[src/include/plc_pkg.sv]
// Purpose: Constants and carriers for the port link control register block
// Assumes: APB slave, 32-bit data, one aligned word per register
// Notes: Byte addresses equal printed offsets
package plc_pkg;
	localparam int unsigned ADDR_W = 12;
	localparam logic [11:0] LINK_CONTROL_ADDR = 12'h050;
	localparam logic [11:0] SWITCH_CONTROL_ADDR = 12'h100;
	localparam logic [11:0] PORT_MODE_ADDR = 12'h104;
	localparam logic [11:0] PHY_STATUS_ADDR = 12'h108;
	localparam int unsigned ASPM_LSB = 0;
	localparam int unsigned RSVD_BIT = 2;
	localparam int unsigned RCB_BIT = 3;
	localparam int unsigned LINK_DISABLE_POS = 4;
	localparam int unsigned RETRAIN_BIT = 5;
	localparam int unsigned REFCLK_BIT = 6;
	localparam int unsigned EXT_SYNC_POS = 7;
	localparam int unsigned CLKPM_BIT = 8;
	localparam int unsigned AWB_BIT = 9;
	localparam int unsigned UNLOCK_BIT = 0;
	localparam int unsigned UPSTREAM_BIT = 0;
	localparam int unsigned COMPAT11_BIT = 1;
	localparam logic [1:0] ASPM_RESET = 2'h0;
	localparam logic [1:0] ASPM_L0S = 2'h1;
	localparam logic [1:0] ASPM_L1 = 2'h2;
	localparam logic [31:0] BAD_ADDR_DATA = 32'h0000_0000;

	typedef struct packed {
		logic [1:0] aspm_mode;
		logic link_disable_bit;
		logic shared_refclk_bit;
		logic extended_sync_bit;
		logic autonomous_width_block_bit;
	} plc_fields_t;

	typedef struct packed {
		logic l0s_entry_en;
		logic l1_entry_en;
		logic link_disabled;
		logic retrain_pulse;
		logic shared_refclk;
		logic extended_sync;
		logic width_change_blocked;
	} plc_phy_ctl_t;
endpackage : plc_pkg

[src/rtl/plc_link_control.sv]
// Purpose: Per-port link control register with APB slave and PHY controls
// Assumes: Single core clock; EEPROM preset inputs synchronous
// Notes: Registers at link control, switch control, port mode, phy status
// What this block does
// [RULE1] Two-bit power state control, reset disabled
// [RULE2] EEPROM value may replace power default
// [RULE3] Read completion boundary bit reads zero
// [RULE4] Downstream link disable holds link down
// [RULE5] Upstream link disable needs unlock bit
// [RULE6] Retrain write sends LTSSM to Recovery
// [RULE7] Retrain bit is trigger, reads zero
// [RULE8] Same-write field changes apply to retrain
// [RULE9] Upstream retrain needs unlock bit
// [RULE10] Shared reference clock bit, reset zero
// [RULE11] Extended sync adds ordered sets
// [RULE12] Clock power management bit reads zero
// [RULE13] Width block stops autonomous width changes
// [RULE14] Compatibility mode forces width block zero
// [RULE15] Reserved bit two reads zero, ignored
`timescale 1ns/1ns
`default_nettype none
module plc_link_control #(
	parameter int unsigned ADDR_WIDTH = plc_pkg::ADDR_W
) (
	input wire logic i_clk_sys,
	input wire logic i_rst_n,
	input wire logic i_psel,
	input wire logic i_penable,
	input wire logic i_pwrite,
	input wire logic [ADDR_WIDTH-1:0] i_paddr,
	input wire logic [31:0] i_pwdata,
	input wire logic [3:0] i_pstrb,
	output logic [31:0] o_prdata,
	output logic o_pready,
	output logic o_pslverr,
	input wire logic i_eeprom_load,
	input wire logic [1:0] i_eeprom_aspm,
	input wire logic i_phy_in_recovery,
	output plc_pkg::plc_phy_ctl_t o_phy_ctl
);
	if (ADDR_WIDTH < 12)
	begin : g_addr_check
		$error("ADDR_WIDTH too small for register map");
	end

	typedef enum logic [1:0] {
		PLC_IDLE = 2'b01,
		PLC_ACCESS = 2'b10
	} plc_state_t;

	plc_state_t state_reg;
	plc_state_t state_next;
	plc_pkg::plc_fields_t fields_reg;
	plc_pkg::plc_fields_t fields_next;
	logic unlock_reg;
	logic upstream_reg;
	logic compat11_reg;
	logic retrain_reg;
	logic in_recovery_seen;
	logic setup;
	logic wr_fire;
	logic lo_lane;
	logic hi_lane;
	logic [11:0] addr;
	logic hit_ctl;
	logic hit_sw;
	logic hit_mode;
	logic hit_phy;
	logic hit_any;
	logic up_locked;
	logic retrain_req;
	logic [31:0] rdata_next;
	logic [15:0] ctl_view;

	assign addr = i_paddr[11:0];
	assign setup = i_psel && !i_penable;
	assign hit_ctl = addr == plc_pkg::LINK_CONTROL_ADDR;
	assign hit_sw = addr == plc_pkg::SWITCH_CONTROL_ADDR;
	assign hit_mode = addr == plc_pkg::PORT_MODE_ADDR;
	assign hit_phy = addr == plc_pkg::PHY_STATUS_ADDR;
	assign hit_any = hit_ctl || hit_sw || hit_mode || hit_phy;
	assign wr_fire = (state_reg == PLC_ACCESS) && i_psel && i_penable && i_pwrite;
	assign lo_lane = i_pstrb[0];
	assign hi_lane = i_pstrb[1];
	assign up_locked = upstream_reg && !unlock_reg;

	// APB: setup then one access cycle, pready on the access cycle
	always_comb
	begin
		state_next = state_reg;
		case (state_reg)
			PLC_IDLE:
				if (setup)
					state_next = PLC_ACCESS;
			PLC_ACCESS:
				state_next = setup ? PLC_ACCESS : PLC_IDLE;
			default:
				state_next = PLC_IDLE;
		endcase
	end

	always_ff @(posedge i_clk_sys or negedge i_rst_n)
	begin
		if (!i_rst_n)
			state_reg <= PLC_IDLE;
		else
			state_reg <= state_next;
	end

	// Field update, byte lanes honoured
	always_comb
	begin
		fields_next = fields_reg;
		if (i_eeprom_load)
			fields_next.aspm_mode = i_eeprom_aspm; // [RULE2]
		if (wr_fire && hit_ctl)
		begin
			if (lo_lane)
			begin
				fields_next.aspm_mode = i_pwdata[plc_pkg::ASPM_LSB +: 2]; // [RULE1]
				fields_next.link_disable_bit = up_locked ? 1'b0
					: i_pwdata[plc_pkg::LINK_DISABLE_POS]; // [RULE4] [RULE5]
				fields_next.shared_refclk_bit = i_pwdata[plc_pkg::REFCLK_BIT]; // [RULE10]
				fields_next.extended_sync_bit = i_pwdata[plc_pkg::EXT_SYNC_POS]; // [RULE11]
			end
			if (hi_lane)
				fields_next.autonomous_width_block_bit = compat11_reg ? 1'b0
					: i_pwdata[plc_pkg::AWB_BIT]; // [RULE14]
		end
		if (up_locked)
			fields_next.link_disable_bit = 1'b0; // [RULE5]
		if (compat11_reg)
			fields_next.autonomous_width_block_bit = 1'b0; // [RULE14]
	end

	always_ff @(posedge i_clk_sys or negedge i_rst_n)
	begin
		if (!i_rst_n)
			fields_reg <= '{aspm_mode: plc_pkg::ASPM_RESET, default: 1'b0}; // [RULE1] [RULE10]
		else
			fields_reg <= fields_next;
	end

	plc_sync_bit #(.RESET_VAL(1'b0)) u_unlock (
		.i_clk_sys(i_clk_sys),
		.i_rst_n(i_rst_n),
		.i_load(wr_fire && hit_sw && lo_lane),
		.i_value(i_pwdata[plc_pkg::UNLOCK_BIT]),
		.o_q(unlock_reg)
	);

	plc_sync_bit #(.RESET_VAL(1'b0)) u_upstream (
		.i_clk_sys(i_clk_sys),
		.i_rst_n(i_rst_n),
		.i_load(wr_fire && hit_mode && lo_lane),
		.i_value(i_pwdata[plc_pkg::UPSTREAM_BIT]),
		.o_q(upstream_reg)
	);

	plc_sync_bit #(.RESET_VAL(1'b0)) u_compat11 (
		.i_clk_sys(i_clk_sys),
		.i_rst_n(i_rst_n),
		.i_load(wr_fire && hit_mode && lo_lane),
		.i_value(i_pwdata[plc_pkg::COMPAT11_BIT]),
		.o_q(compat11_reg)
	);

	// Retrain is a one-cycle trigger, reads zero in link control; a one-cycle flopped copy reads as phy status bit 1
	assign retrain_req = wr_fire && hit_ctl && lo_lane
		&& i_pwdata[plc_pkg::RETRAIN_BIT] && !up_locked; // [RULE6] [RULE9]

	always_ff @(posedge i_clk_sys or negedge i_rst_n)
	begin
		if (!i_rst_n)
			retrain_reg <= 1'b0;
		else
			retrain_reg <= retrain_req; // [RULE6]
	end

	always_ff @(posedge i_clk_sys or negedge i_rst_n)
	begin
		if (!i_rst_n)
			in_recovery_seen <= 1'b0;
		else
			in_recovery_seen <= i_phy_in_recovery;
	end

	// Controls leave from flops; fields and trigger share the same edge
	always_ff @(posedge i_clk_sys or negedge i_rst_n)
	begin
		if (!i_rst_n)
			o_phy_ctl <= '0;
		else
		begin
			o_phy_ctl.l0s_entry_en <= fields_next.aspm_mode[0]; // [RULE1]
			o_phy_ctl.l1_entry_en <= fields_next.aspm_mode[1]; // [RULE1]
			o_phy_ctl.link_disabled <= fields_next.link_disable_bit; // [RULE4] [RULE5]
			o_phy_ctl.retrain_pulse <= retrain_req; // [RULE6] [RULE8]
			o_phy_ctl.shared_refclk <= fields_next.shared_refclk_bit; // [RULE8]
			o_phy_ctl.extended_sync <= fields_next.extended_sync_bit; // [RULE11]
			o_phy_ctl.width_change_blocked <= fields_next.autonomous_width_block_bit; // [RULE13]
		end
	end

	// Read view of link control
	always_comb
	begin
		ctl_view = '0; // [RULE3] [RULE7] [RULE12] [RULE15]
		ctl_view[plc_pkg::ASPM_LSB +: 2] = fields_reg.aspm_mode;
		ctl_view[plc_pkg::LINK_DISABLE_POS] = fields_reg.link_disable_bit && !up_locked; // [RULE5]
		ctl_view[plc_pkg::REFCLK_BIT] = fields_reg.shared_refclk_bit;
		ctl_view[plc_pkg::EXT_SYNC_POS] = fields_reg.extended_sync_bit;
		ctl_view[plc_pkg::AWB_BIT] = fields_reg.autonomous_width_block_bit && !compat11_reg; // [RULE14]
	end

	always_comb
	begin
		rdata_next = plc_pkg::BAD_ADDR_DATA;
		if (hit_ctl)
			rdata_next = {16'h0000, ctl_view};
		else if (hit_sw)
			rdata_next = {31'h0000_0000, unlock_reg};
		else if (hit_mode)
			rdata_next = {30'h0000_0000, compat11_reg, upstream_reg};
		else if (hit_phy)
			rdata_next = {30'h0000_0000, retrain_reg, in_recovery_seen};
	end

	always_ff @(posedge i_clk_sys or negedge i_rst_n)
	begin
		if (!i_rst_n)
		begin
			o_prdata <= '0;
			o_pready <= 1'b0;
			o_pslverr <= 1'b0;
		end
		else
		begin
			o_pready <= setup;
			o_pslverr <= setup && !hit_any;
			o_prdata <= (setup && !i_pwrite) ? rdata_next : '0;
		end
	end
endmodule : plc_link_control
`default_nettype wire

[src/rtl/plc_sync_bit.sv]
// Purpose: Single control bit flop with set and clear, reset to constant
// Assumes: One clock, asynchronous active-low reset
// Notes: Load wins over hold
`timescale 1ns/1ns
`default_nettype none
module plc_sync_bit #(
	parameter logic RESET_VAL = 1'b0
) (
	input wire logic i_clk_sys,
	input wire logic i_rst_n,
	input wire logic i_load,
	input wire logic i_value,
	output logic o_q
);
	always_ff @(posedge i_clk_sys or negedge i_rst_n)
	begin
		if (!i_rst_n)
			o_q <= RESET_VAL;
		else if (i_load)
			o_q <= i_value;
	end
endmodule : plc_sync_bit
`default_nettype wire

[config.mk]
export PLATFORM = sky130hd
export DESIGN_NAME = plc_link_control
export DESIGN_NICKNAME = d
export VERILOG_FILES = /design/src/include/plc_pkg.sv /design/src/rtl/plc_link_control.sv /design/src/rtl/plc_sync_bit.sv
export SDC_FILE = /design/constraint.sdc
export NUM_CORES = 1
export LEC_CHECK = 0
export BUFFER_PORTS_ARGS = -buffer_cell sky130_fd_sc_hd__buf_2
export CAP_MARGIN = 20
export CORE_ASPECT_RATIO = 0.6
export CORE_MARGIN = 2
export CORE_UTILIZATION = 39
export CTS_CLUSTER_SIZE = 28
export DETAILED_ROUTE_END_ITERATION = 7
export PLACE_DENSITY = 0.86
export REMOVE_ABC_BUFFERS = 1
export SYNTH_ARGS = -nofsm -noshare
export SYNTH_HDL_FRONTEND = slang
export SYNTH_SLANG_ARGS = --single-unit
export TNS_END_PERCENT = 20
[constraint.sdc]
create_clock -name i_clk_sys -period 1.8 [get_ports i_clk_sys]
set_clock_uncertainty 0.05 [all_clocks]
set_input_delay 0 -clock i_clk_sys [delete_from_list [all_inputs] [get_ports i_clk_sys]]
set_output_delay 0 -clock i_clk_sys [all_outputs]
set_load 0.03 [all_outputs]
# ---- After elaboration in Yosys (flattened, before gate mapping)
# Cells that the tools add are included.
dict set report totals {
  ff_bits 49
  in_bits 57
  out_inout_bits 41
  elab_cells 72
  memories 0
  latch_bits 0
  rom_bits 0
  ram_bits 0
}
dict set report op_classes {
  n_addsub 0
  div_mod_pow 0
  magnitude_cmp 0
  eq_ne 7
  n_bitwise 0
  n_shift 0
  n_reduce_logical 33
  muxes 16
  mul 0
}
# op n
set ops {}
lappend ops {{== test 12 x 9 -> 1 bit, second input constant} 3}
lappend ops {{2-to-1 mux 32 bit} 1}
lappend ops {{logical AND 1 bit} 17}
lappend ops {{== test 12 x 7 -> 1 bit, second input constant} 1}
lappend ops {{2-to-1 mux 2 bit} 6}
lappend ops {{2-to-1 mux 10 bit} 1}
lappend ops {{nonzero test 2 bit} 4}
lappend ops {{zero test 1 bit} 6}
lappend ops {{2-to-1 mux 6 bit} 1}
lappend ops {{AND reduction 2 bit} 3}
lappend ops {{2-to-1 mux 1 bit} 5}
lappend ops {{2-to-1 mux 5 bit} 1}
lappend ops {{one-hot mux 2 bit (2 select lines)} 1}
lappend ops {{logical OR 1 bit} 3}
lappend ops {{== test 2 x 1 -> 1 bit, second input constant} 1}
lappend ops {{== test 2 bit, second input constant} 1}
lappend ops {{inequality test 2 bit, second input constant} 1}

# ---- Longest topological paths before layout
# Gate-level depths: netlist of run 1.
dict set report logic_depth {
  depth_word 8
  ltp_mapped 6
  mapped_depth_nobuf 6
}

# ---- Hierarchy
# From an unflattened synthesis of run 1, not the netlist that was laid out.
dict set report hier_totals {
  cells_unflattened 117
  hier_area_um2 1248.7
}
# mod cells_per_inst area_each_um2 seq_area_each_um2 n_inst
set modules_own_cells {}
lappend modules_own_cells {plc_link_control 111 1128.6 451.7 1}
lappend modules_own_cells {plc_sync_bit 2 40.0 25.0 3}

# ---- Worst setup path before layout of run 1
# Ideal clock, no wire load.
dict set report synth_path {
  kind {flip-flop to flip-flop}
  startpoint {register state_reg[0]}
  endpoint {register u_compat11.o_q}
  stages_incl_launch_ff 7
  t_required_ns 1.625
  synth_period_minus_slack_ns 1.656
  path_slack_ns 0.144
  arrival_ns 1.481
  setup_time_ns 0.125
  n_path_buf 0
  path_cell_list {dfstp_2 inv_1 ha_1 and4_1 nand2_1 nor3_1 mux2_2}
}
dict set report synth_via {
  elab_chain_len 6
}
# element line_no
set synth_lines {}
lappend synth_lines {{from (decl)} plc_link_control.sv:51} ;# plc_state_t state_reg;
lappend synth_lines {{from (signal assigned)} plc_link_control.sv:107} ;# state_reg <= state_next;
lappend synth_lines {{== test 2 bit} plc_link_control.sv:82} ;# assign wr_fire = (state_reg == PLC_ACCESS) && i_psel && i_penable && i_pwrite;
lappend synth_lines {{logical AND 1 bit (3 in a row)} plc_link_control.sv:82}
lappend synth_lines {{logical AND 1 bit (2 in a row)} plc_link_control.sv:163} ;# .i_load(wr_fire && hit_mode && lo_lane),
lappend synth_lines {{to (signal assigned)} plc_sync_bit.sv:20} ;# o_q <= i_value;
lappend synth_lines {{to (decl)} plc_sync_bit.sv:13} ;# output logic o_q
# No other way between the ends.
# A chain may end at the register's enable or synchronous reset.

==> results of run 1 <==
[per-stage QoR]
step	std cells	setup TNS, ns
floorplan	111	0
global placement	198	0
detailed placement	198	-0.0967
CTS	218	0
global route	218	-0.0284
finish	218	0
[kinds of logic (layout without fill, tap and decap cells)]
kind of cell | count (synthesis) | in the layout | synth area share [%]
simple gates | 39 | 39 | 22.1
compound gates | 8 | 8 | 4.79
buf+inv | 30 | 68 | 17.0
flops | 21 | 21 | 42.0
mux | 12 | 12 | 11.8
fa+ha+maj | 2 | 2 | 1.99
other cells | 1 | 26 | 0.299
[worst reg2reg max path, delay by kind of cell, from the launching register on]
family                   cells  cell delay, ns
adder cells (fa/ha/maj)      1            0.18
buffers and inverters        2            0.24
flip-flops                   1            0.37
multiplexers                 1            0.30
AND/OR/NAND/NOR              3            0.50
[repair_timing]
action / 4_1_cts / 5_1_grt
gates resized for setup: 1 / 5
pin swaps: 1 / 1
endpoints found under the setup margin: 7 / 9
hold endpoints to repair: 35 / 0
hold buffers: 13 / 0
setup buffers: 3 / 0
[power by group through the flow]
stage	registers [mW]	clock network (mW)	logic (mW)
after floorplan	0.539	0	0.152
after global placement	0.528	0	0.236
after detailed placement	0.530	0	0.243
after CTS	0.521	0.315	0.268
after global routing	0.525	0.343	0.302
final	0.521	0.303	0.274
[cells in the mapped netlist (all sizes together)]
cell	number
and2	3
and3	2
nand3b	2
inv	3
and4	1
nand2b	5
ha	2
and4b	1
dfstp	1
and4bb	1
mux2i	2
a211oi	2
nand2	7
a2111oi	1
mux2	10
o211ai	1
or4	1
or3	1
nand3	2
a22oi	1
nor3	5
buf	27
dfrtp	20
nor2	3
or2b	1
nor3b	1
nor4	3
conb	1
o21ai	3
[routing by layer]
layer	vias up	part of all wire, %	global-route usage [%]
met2	37	49	29.4
li1	467	-	-
met5	-	0	0
met1	447	43	18.6
met3	4	7.6	5.28
met4	0	0.49	3.21
[path summary, 6_finish.rpt]
path | cells past startpoint | startpoint | end | slack [ns]
max in group asynchronous | 2 | i_rst_n | state_reg[0] | 1.18
min in group asynchronous | 2 | i_rst_n | in_recovery_seen | 0.17
setup / recovery | 7 | state_reg[0] | ctl_view[0] | 0.06
setup reg to reg | 7 | state_reg[0] | ctl_view[0] | 0.06
hold / removal | 3 | i_eeprom_aspm[1] | ctl_view[1] | 0.05
hold reg to reg | 1 | o_phy_ctl[1] | o_prdata[7] | 0.47
[cell type report]
type	instances	area (um2)	share of cell area, %
multi-input combinational	87	632	38.3
sequential	21	527	32.0
timing repair buffer	61	380	23.1
tap	42	52.6	3.19
clock buffer	4	45.0	2.73
inverter	3	11.3	0.683
==> flow_metrics.py, run 1 <==
metrics = {
    "sta": {
        "number_of_setup_violations_in_the_final_report": 0,
        "final-max-slew-violation-count": 0,
        "timing_hold_violations_final": 0,
        "layout_setup_ws_ns": 0.0615,
        "worst_hold_slack_ns": 0.0549,
        "final_critical_path_time_including_i_o_delays_and_setup_ns": 1.74,
        "final.period_utilization_pct": 96.6,
        "grt_setup_unrepaired": "yes",
        "timing.fmax_mhz": 575,
    },
    "yosys": {
        "synth.yosys.warnings": 0,
        "synth_cells": 113,
        "syn_avg_cell_area_um2": 11.1,
        "synthesis.area_um2": 1250,
        "synth.ff_latch_count": 21,
        "library_cell_occupying_the_most_area_in_the_post_synthesis_netlist": "dfrtp_1",
        "synthDistinctLibCells": 35,
        "netlist.area_leader.share_pct": 39.9,
        "part_of_the_yosys_area_used_for_sequential_elements_pct": 42.0,
        "synth_area_leaders": "dfrtp_1, buf_4, mux2_2",
    },
    "detailed_routing": {
        "first_iter_violations": 21,
        "wl_per_cell_um": 12.2,
        "route.vias.total": 955,
        "route.antenna.remaining_nets": 0,
        "totalWireLength_um": 2660,
        "drt_pass1_iterations": 4,
        "detail_route.vias_per_cell": 4.38,
        "drc_errors": 0,
    },
    "power_and_ir_drop": {
        "powerDensity_nw_per_um2": 666,
        "netSwitchingFraction_pct": 30.6,
        "seq_power_share_pct": 47.5,
        "share_of_total_power_in_the_clock_network_pct": 27.6,
        "power.static_leakage_nw": 0.863,
        "cellInternalPower_mw": 0.762,
        "vdd_drop_max_mv": 0.365,
        "share_comb_of_total_power_pct": 24.9,
        "switchingPower_mw": 0.337,
        "post-layout-total-power_mw": 1.10,
    },
    "worst_setup_path": {
        "critical_path.n_buffers_inverters": 2,
        "crit_chain": "inv_1, ha_2, and4_4, nand2_4, nor3_4, buf_4, mux2_4",
        "endpoint_kind": "flop",
        "worst_path_dominant_cell_family": "simple AND/OR/NAND/NOR gates",
        "required_time_of_the_worst_setup_path_ns": 1.90,
        "worstPathArrival_ns": 1.84,
        "timing.critical_path.fanout_max": 3,
        "critPathKind": "flop to flop",
        "crit_path_top_delay_cell": "dfstp_2",
        "critPathMaxStageDelay_ns": 0.37,
        "cp-start-kind": "flop",
    },
    "clock_network": {
        "clock_latency_ns": 0.26,
        "clkTransAtPathRegs_ns": 0.07,
        "tritoncts.num_buffers": 3,
        "number_of_clock_sinks_seen_by_cts": 21,
        "clk_path_buf_depth": 2,
        "cts_tree": "built",
        "ctsHtreeMaxLevel": 1,
        "root_buffer": "clkbuf_8",
    },
    "layout": {
        "diodes": 0,
        "layout_top_registers": "o_prdata (6), o_phy_ctl (5)",
        "filler_cell_count": 276,
        "most-common-layout-cells": "buf_2, conb_1, dfrtp_1",
        "layout_cell_share_with_drive_strength_beyond_1_pct": 43.2,
        "number_of_flip_flops_in_the_largest_register": 6,
        "final_cell_area_um2": 1650,
        "utilization_pct": 55.6,
        "synthToLayoutAreaGrowth_pct": 31.3,
        "layout.cells.most_common": "buf_2",
        "layout.nets": 236,
        "top_register": "o_prdata",
    },
    "die": {
        "floorplan.io_pins": 98,
        "initial_utilization_pct": 42.3,
        "floorplan.die_area_um2": 3700,
        "core_area_um2": 2970,
        "die_h_um": 47.9,
        "chipWidth_um": 77.2,
        "rows": 15,
    },
    "placement": {
        "final_weighted_congestion_of_routability_driven_global_placement": 0.870,
        "placedInstanceArea_um2": 1430,
        "place_ws_ns": -0.0216,
        "dp.final_hpwl_um": 2020,
        "port-buffer-count": 44,
    },
    "status": {
        "run_status": "completed",
    },
    "grt": {
        "grt_remaining_overflow": 0,
        "global_route_wire_length_before_repair_um": 4280,
        "grt_antenna_before_repair": 0,
        "first_global_vias": 953,
        "gr-usage-all-layers_pct": 15.7,
        "grt_max_degree": 22,
    },
    "job": {
        "timing.max_cap.violations": 0,
    },
    "worst_hold_path": {
        "hold_path_class": "primary input to flop",
    },
}
(Power assumes the default switching activity.)
==> inputs of run 2 (changes only) <==
==> constraint.sdc (replaced) <==
create_clock -name i_clk_sys -period 1.95 [get_ports i_clk_sys]
set_clock_uncertainty 0.05 [all_clocks]
set_input_delay 0 -clock i_clk_sys [delete_from_list [all_inputs] [get_ports i_clk_sys]]
set_output_delay 0 -clock i_clk_sys [all_outputs]
set_load 0.03 [all_outputs]
==> run 2 against run 1 <==
- die area stayed put
- first-iteration DRC count decreased by 14%
- combinational power is 12% lower
- global-route usage down 0.43 points
- largest power group unchanged
==> flow_metrics.py, run 2 (synthesis gave the netlist of run 1 again) <==
metrics = {
    "layout": {
        "synthToLayoutAreaGrowth_pct": 27.8,
        "top_register": "o_prdata",
        "number_of_flip_flops_in_the_largest_register": 6,
        "layout.cells.most_common": "buf_2",
        "layout_top_registers": "o_prdata (6), o_phy_ctl (5)",
        "filler_cell_count": 287,
        "layout.nets": 233,
        "finish.cell_count_without_fillers": 215,
        "diodes": 0,
        "layout_cell_share_with_drive_strength_beyond_1_pct": 40.5,
        "most-common-layout-cells": "buf_2, conb_1, dfrtp_1",
        "utilization_pct": 54.1,
    },
    "detailed_routing": {
        "first_iter_violations": 18,
        "totalWireLength_um": 2560,
        "route.antenna.remaining_nets": 0,
        "wl_per_cell_um": 11.9,
        "drt_pass1_iterations": 3,
        "detail_route.vias_per_cell": 4.29,
        "drc_errors": 0,
        "route.vias.total": 922,
    },
    "die": {
        "rows": 15,
        "die_h_um": 47.9,
        "floorplan.die_area_um2": 3700,
        "core_area_um2": 2970,
        "floorplan.io_pins": 98,
        "initial_utilization_pct": 42.3,
        "chipWidth_um": 77.2,
    },
    "power_and_ir_drop": {
        "vdd_drop_max_mv": 0.347,
        "powerDensity_nw_per_um2": 623,
        "power.static_leakage_nw": 0.840,
        "post-layout-total-power_mw": 0.999,
    },
    "worst_hold_path": {
        "hold_path_class": "primary input to flop",
    },
    "worst_setup_path": {
        "worstPathArrival_ns": 1.93,
        "critPathKind": "flop to flop",
        "endpoint_kind": "flop",
        "required_time_of_the_worst_setup_path_ns": 2.04,
        "timing.critical_path.fanout_max": 3,
        "cp-start-kind": "flop",
    },
    "sta": {
        "timing.fmax_mhz": 546,
        "timing_hold_violations_final": 0,
        "finalSetupTns_ns": 0,
        "final_critical_path_time_including_i_o_delays_and_setup_ns": 1.83,
        "grt_setup_unrepaired": "yes",
        "number_of_setup_violations_in_the_final_report": 0,
        "final-max-slew-violation-count": 0,
        "final.period_utilization_pct": 93.9,
    },
    "clock_network": {
        "tritoncts.num_buffers": 3,
        "clkTransAtPathRegs_ns": 0.07,
        "root_buffer": "clkbuf_8",
        "clock_latency_ns": 0.26,
        "clk_path_buf_depth": 2,
        "number_of_clock_sinks_seen_by_cts": 21,
        "ctsHtreeMaxLevel": 1,
        "post_cts.repair.setup_buffers": 0,
        "cts_tree": "built",
    },
    "grt": {
        "grt_max_degree": 22,
        "first_global_vias": 897,
        "gr-usage-all-layers_pct": 15.3,
        "global_route_wire_length_before_repair_um": 4110,
        "grt_remaining_overflow": 0,
        "grt_antenna_before_repair": 0,
    },
    "placement": {
        "placed_cells": 199,
        "port-buffer-count": 44,
        "dp.final_hpwl_um": 2030,
        "final_weighted_congestion_of_routability_driven_global_placement": 0.841,
    },
    "job": {
        "timing.max_cap.violations": 0,
    },
    "status": {
        "run_status": "completed",
    },
}
run 2: report_power, final:
| group | switching [mW] | internal [mW] | total (mW) |
|---|---|---|---|
| clock network | 0.131 | 0.145 | 0.277 |
| registers | 0.0159 | 0.465 | 0.481 |
| logic | 0.154 | 0.0875 | 0.241 |
| total | 0.301 | 0.698 | 0.999 |
run 2: layout make-up:
class	count	area [um2]	share of cell area (%)
flip-flops and latches	21	527	32.8
clock buffers	4	45.0	2.81
inverters	3	11.3	0.702
repair buffers	58	355	22.2
multi-input cells	87	613	38.2
well taps	42	52.6	3.28
run 2: path summary, 6_finish.rpt:
path	start	end	slack (ns)	cells past startpoint
max	state_reg[0]	u_unlock.o_q	0.12	6
min	i_paddr[2]	o_pslverr	0.02	3
max reg2reg	state_reg[0]	u_unlock.o_q	0.12	6
min reg2reg	o_phy_ctl[2]	o_prdata[6]	0.47	1
max in group asynchronous	i_rst_n	state_reg[0]	1.33	2
min in group asynchronous	i_rst_n	o_prdata[0]	0.17	2
run 2: routing by layer:
layer | part of all wire, % | up-vias | wire length [um] | global-route usage, %
met5 | 0 | - | 0 | 0
li1 | - | 462 | - | -
met2 | 49 | 32 | 1250 | 27.0
met3 | 6.6 | 4 | 169 | 5.47
met4 | 0.66 | 0 | 17 | 4.29
met1 | 44 | 424 | 1130 | 18.6
run 2: worst max-delay path, cell delays in order, from the launching register on:
cell and delay [ns]:
dfstp_2 0.37, inv_1 0.06, ha_1 0.16, and4_1 0.22, nand2_1 0.14, nor4_1 0.33, mux2_2 0.39
run 2: through the flow:
| stage | instance area (um2) | hold WS (ns) | setup WS [ns] |
|---|---|---|---|
| floorplan | 1150 | -0.346 | 0.294 |
| global placement | 1430 | -0.0715 | 0.160 |
| detailed placement | 1430 | -0.0677 | 0.129 |
| CTS | 1600 | 0.000115 | 0.116 |
| global route | 1600 | 0.00892 | -0.00325 |
| finish | 1600 | 0.0170 | 0.118 |
run 2: timing repair:
action                                  4_1_cts  5_1_grt
gates resized for setup                       0        1
hold buffers                                 12        0
endpoints found under the hold margin        34        0
endpoints found under the setup margin        0        2
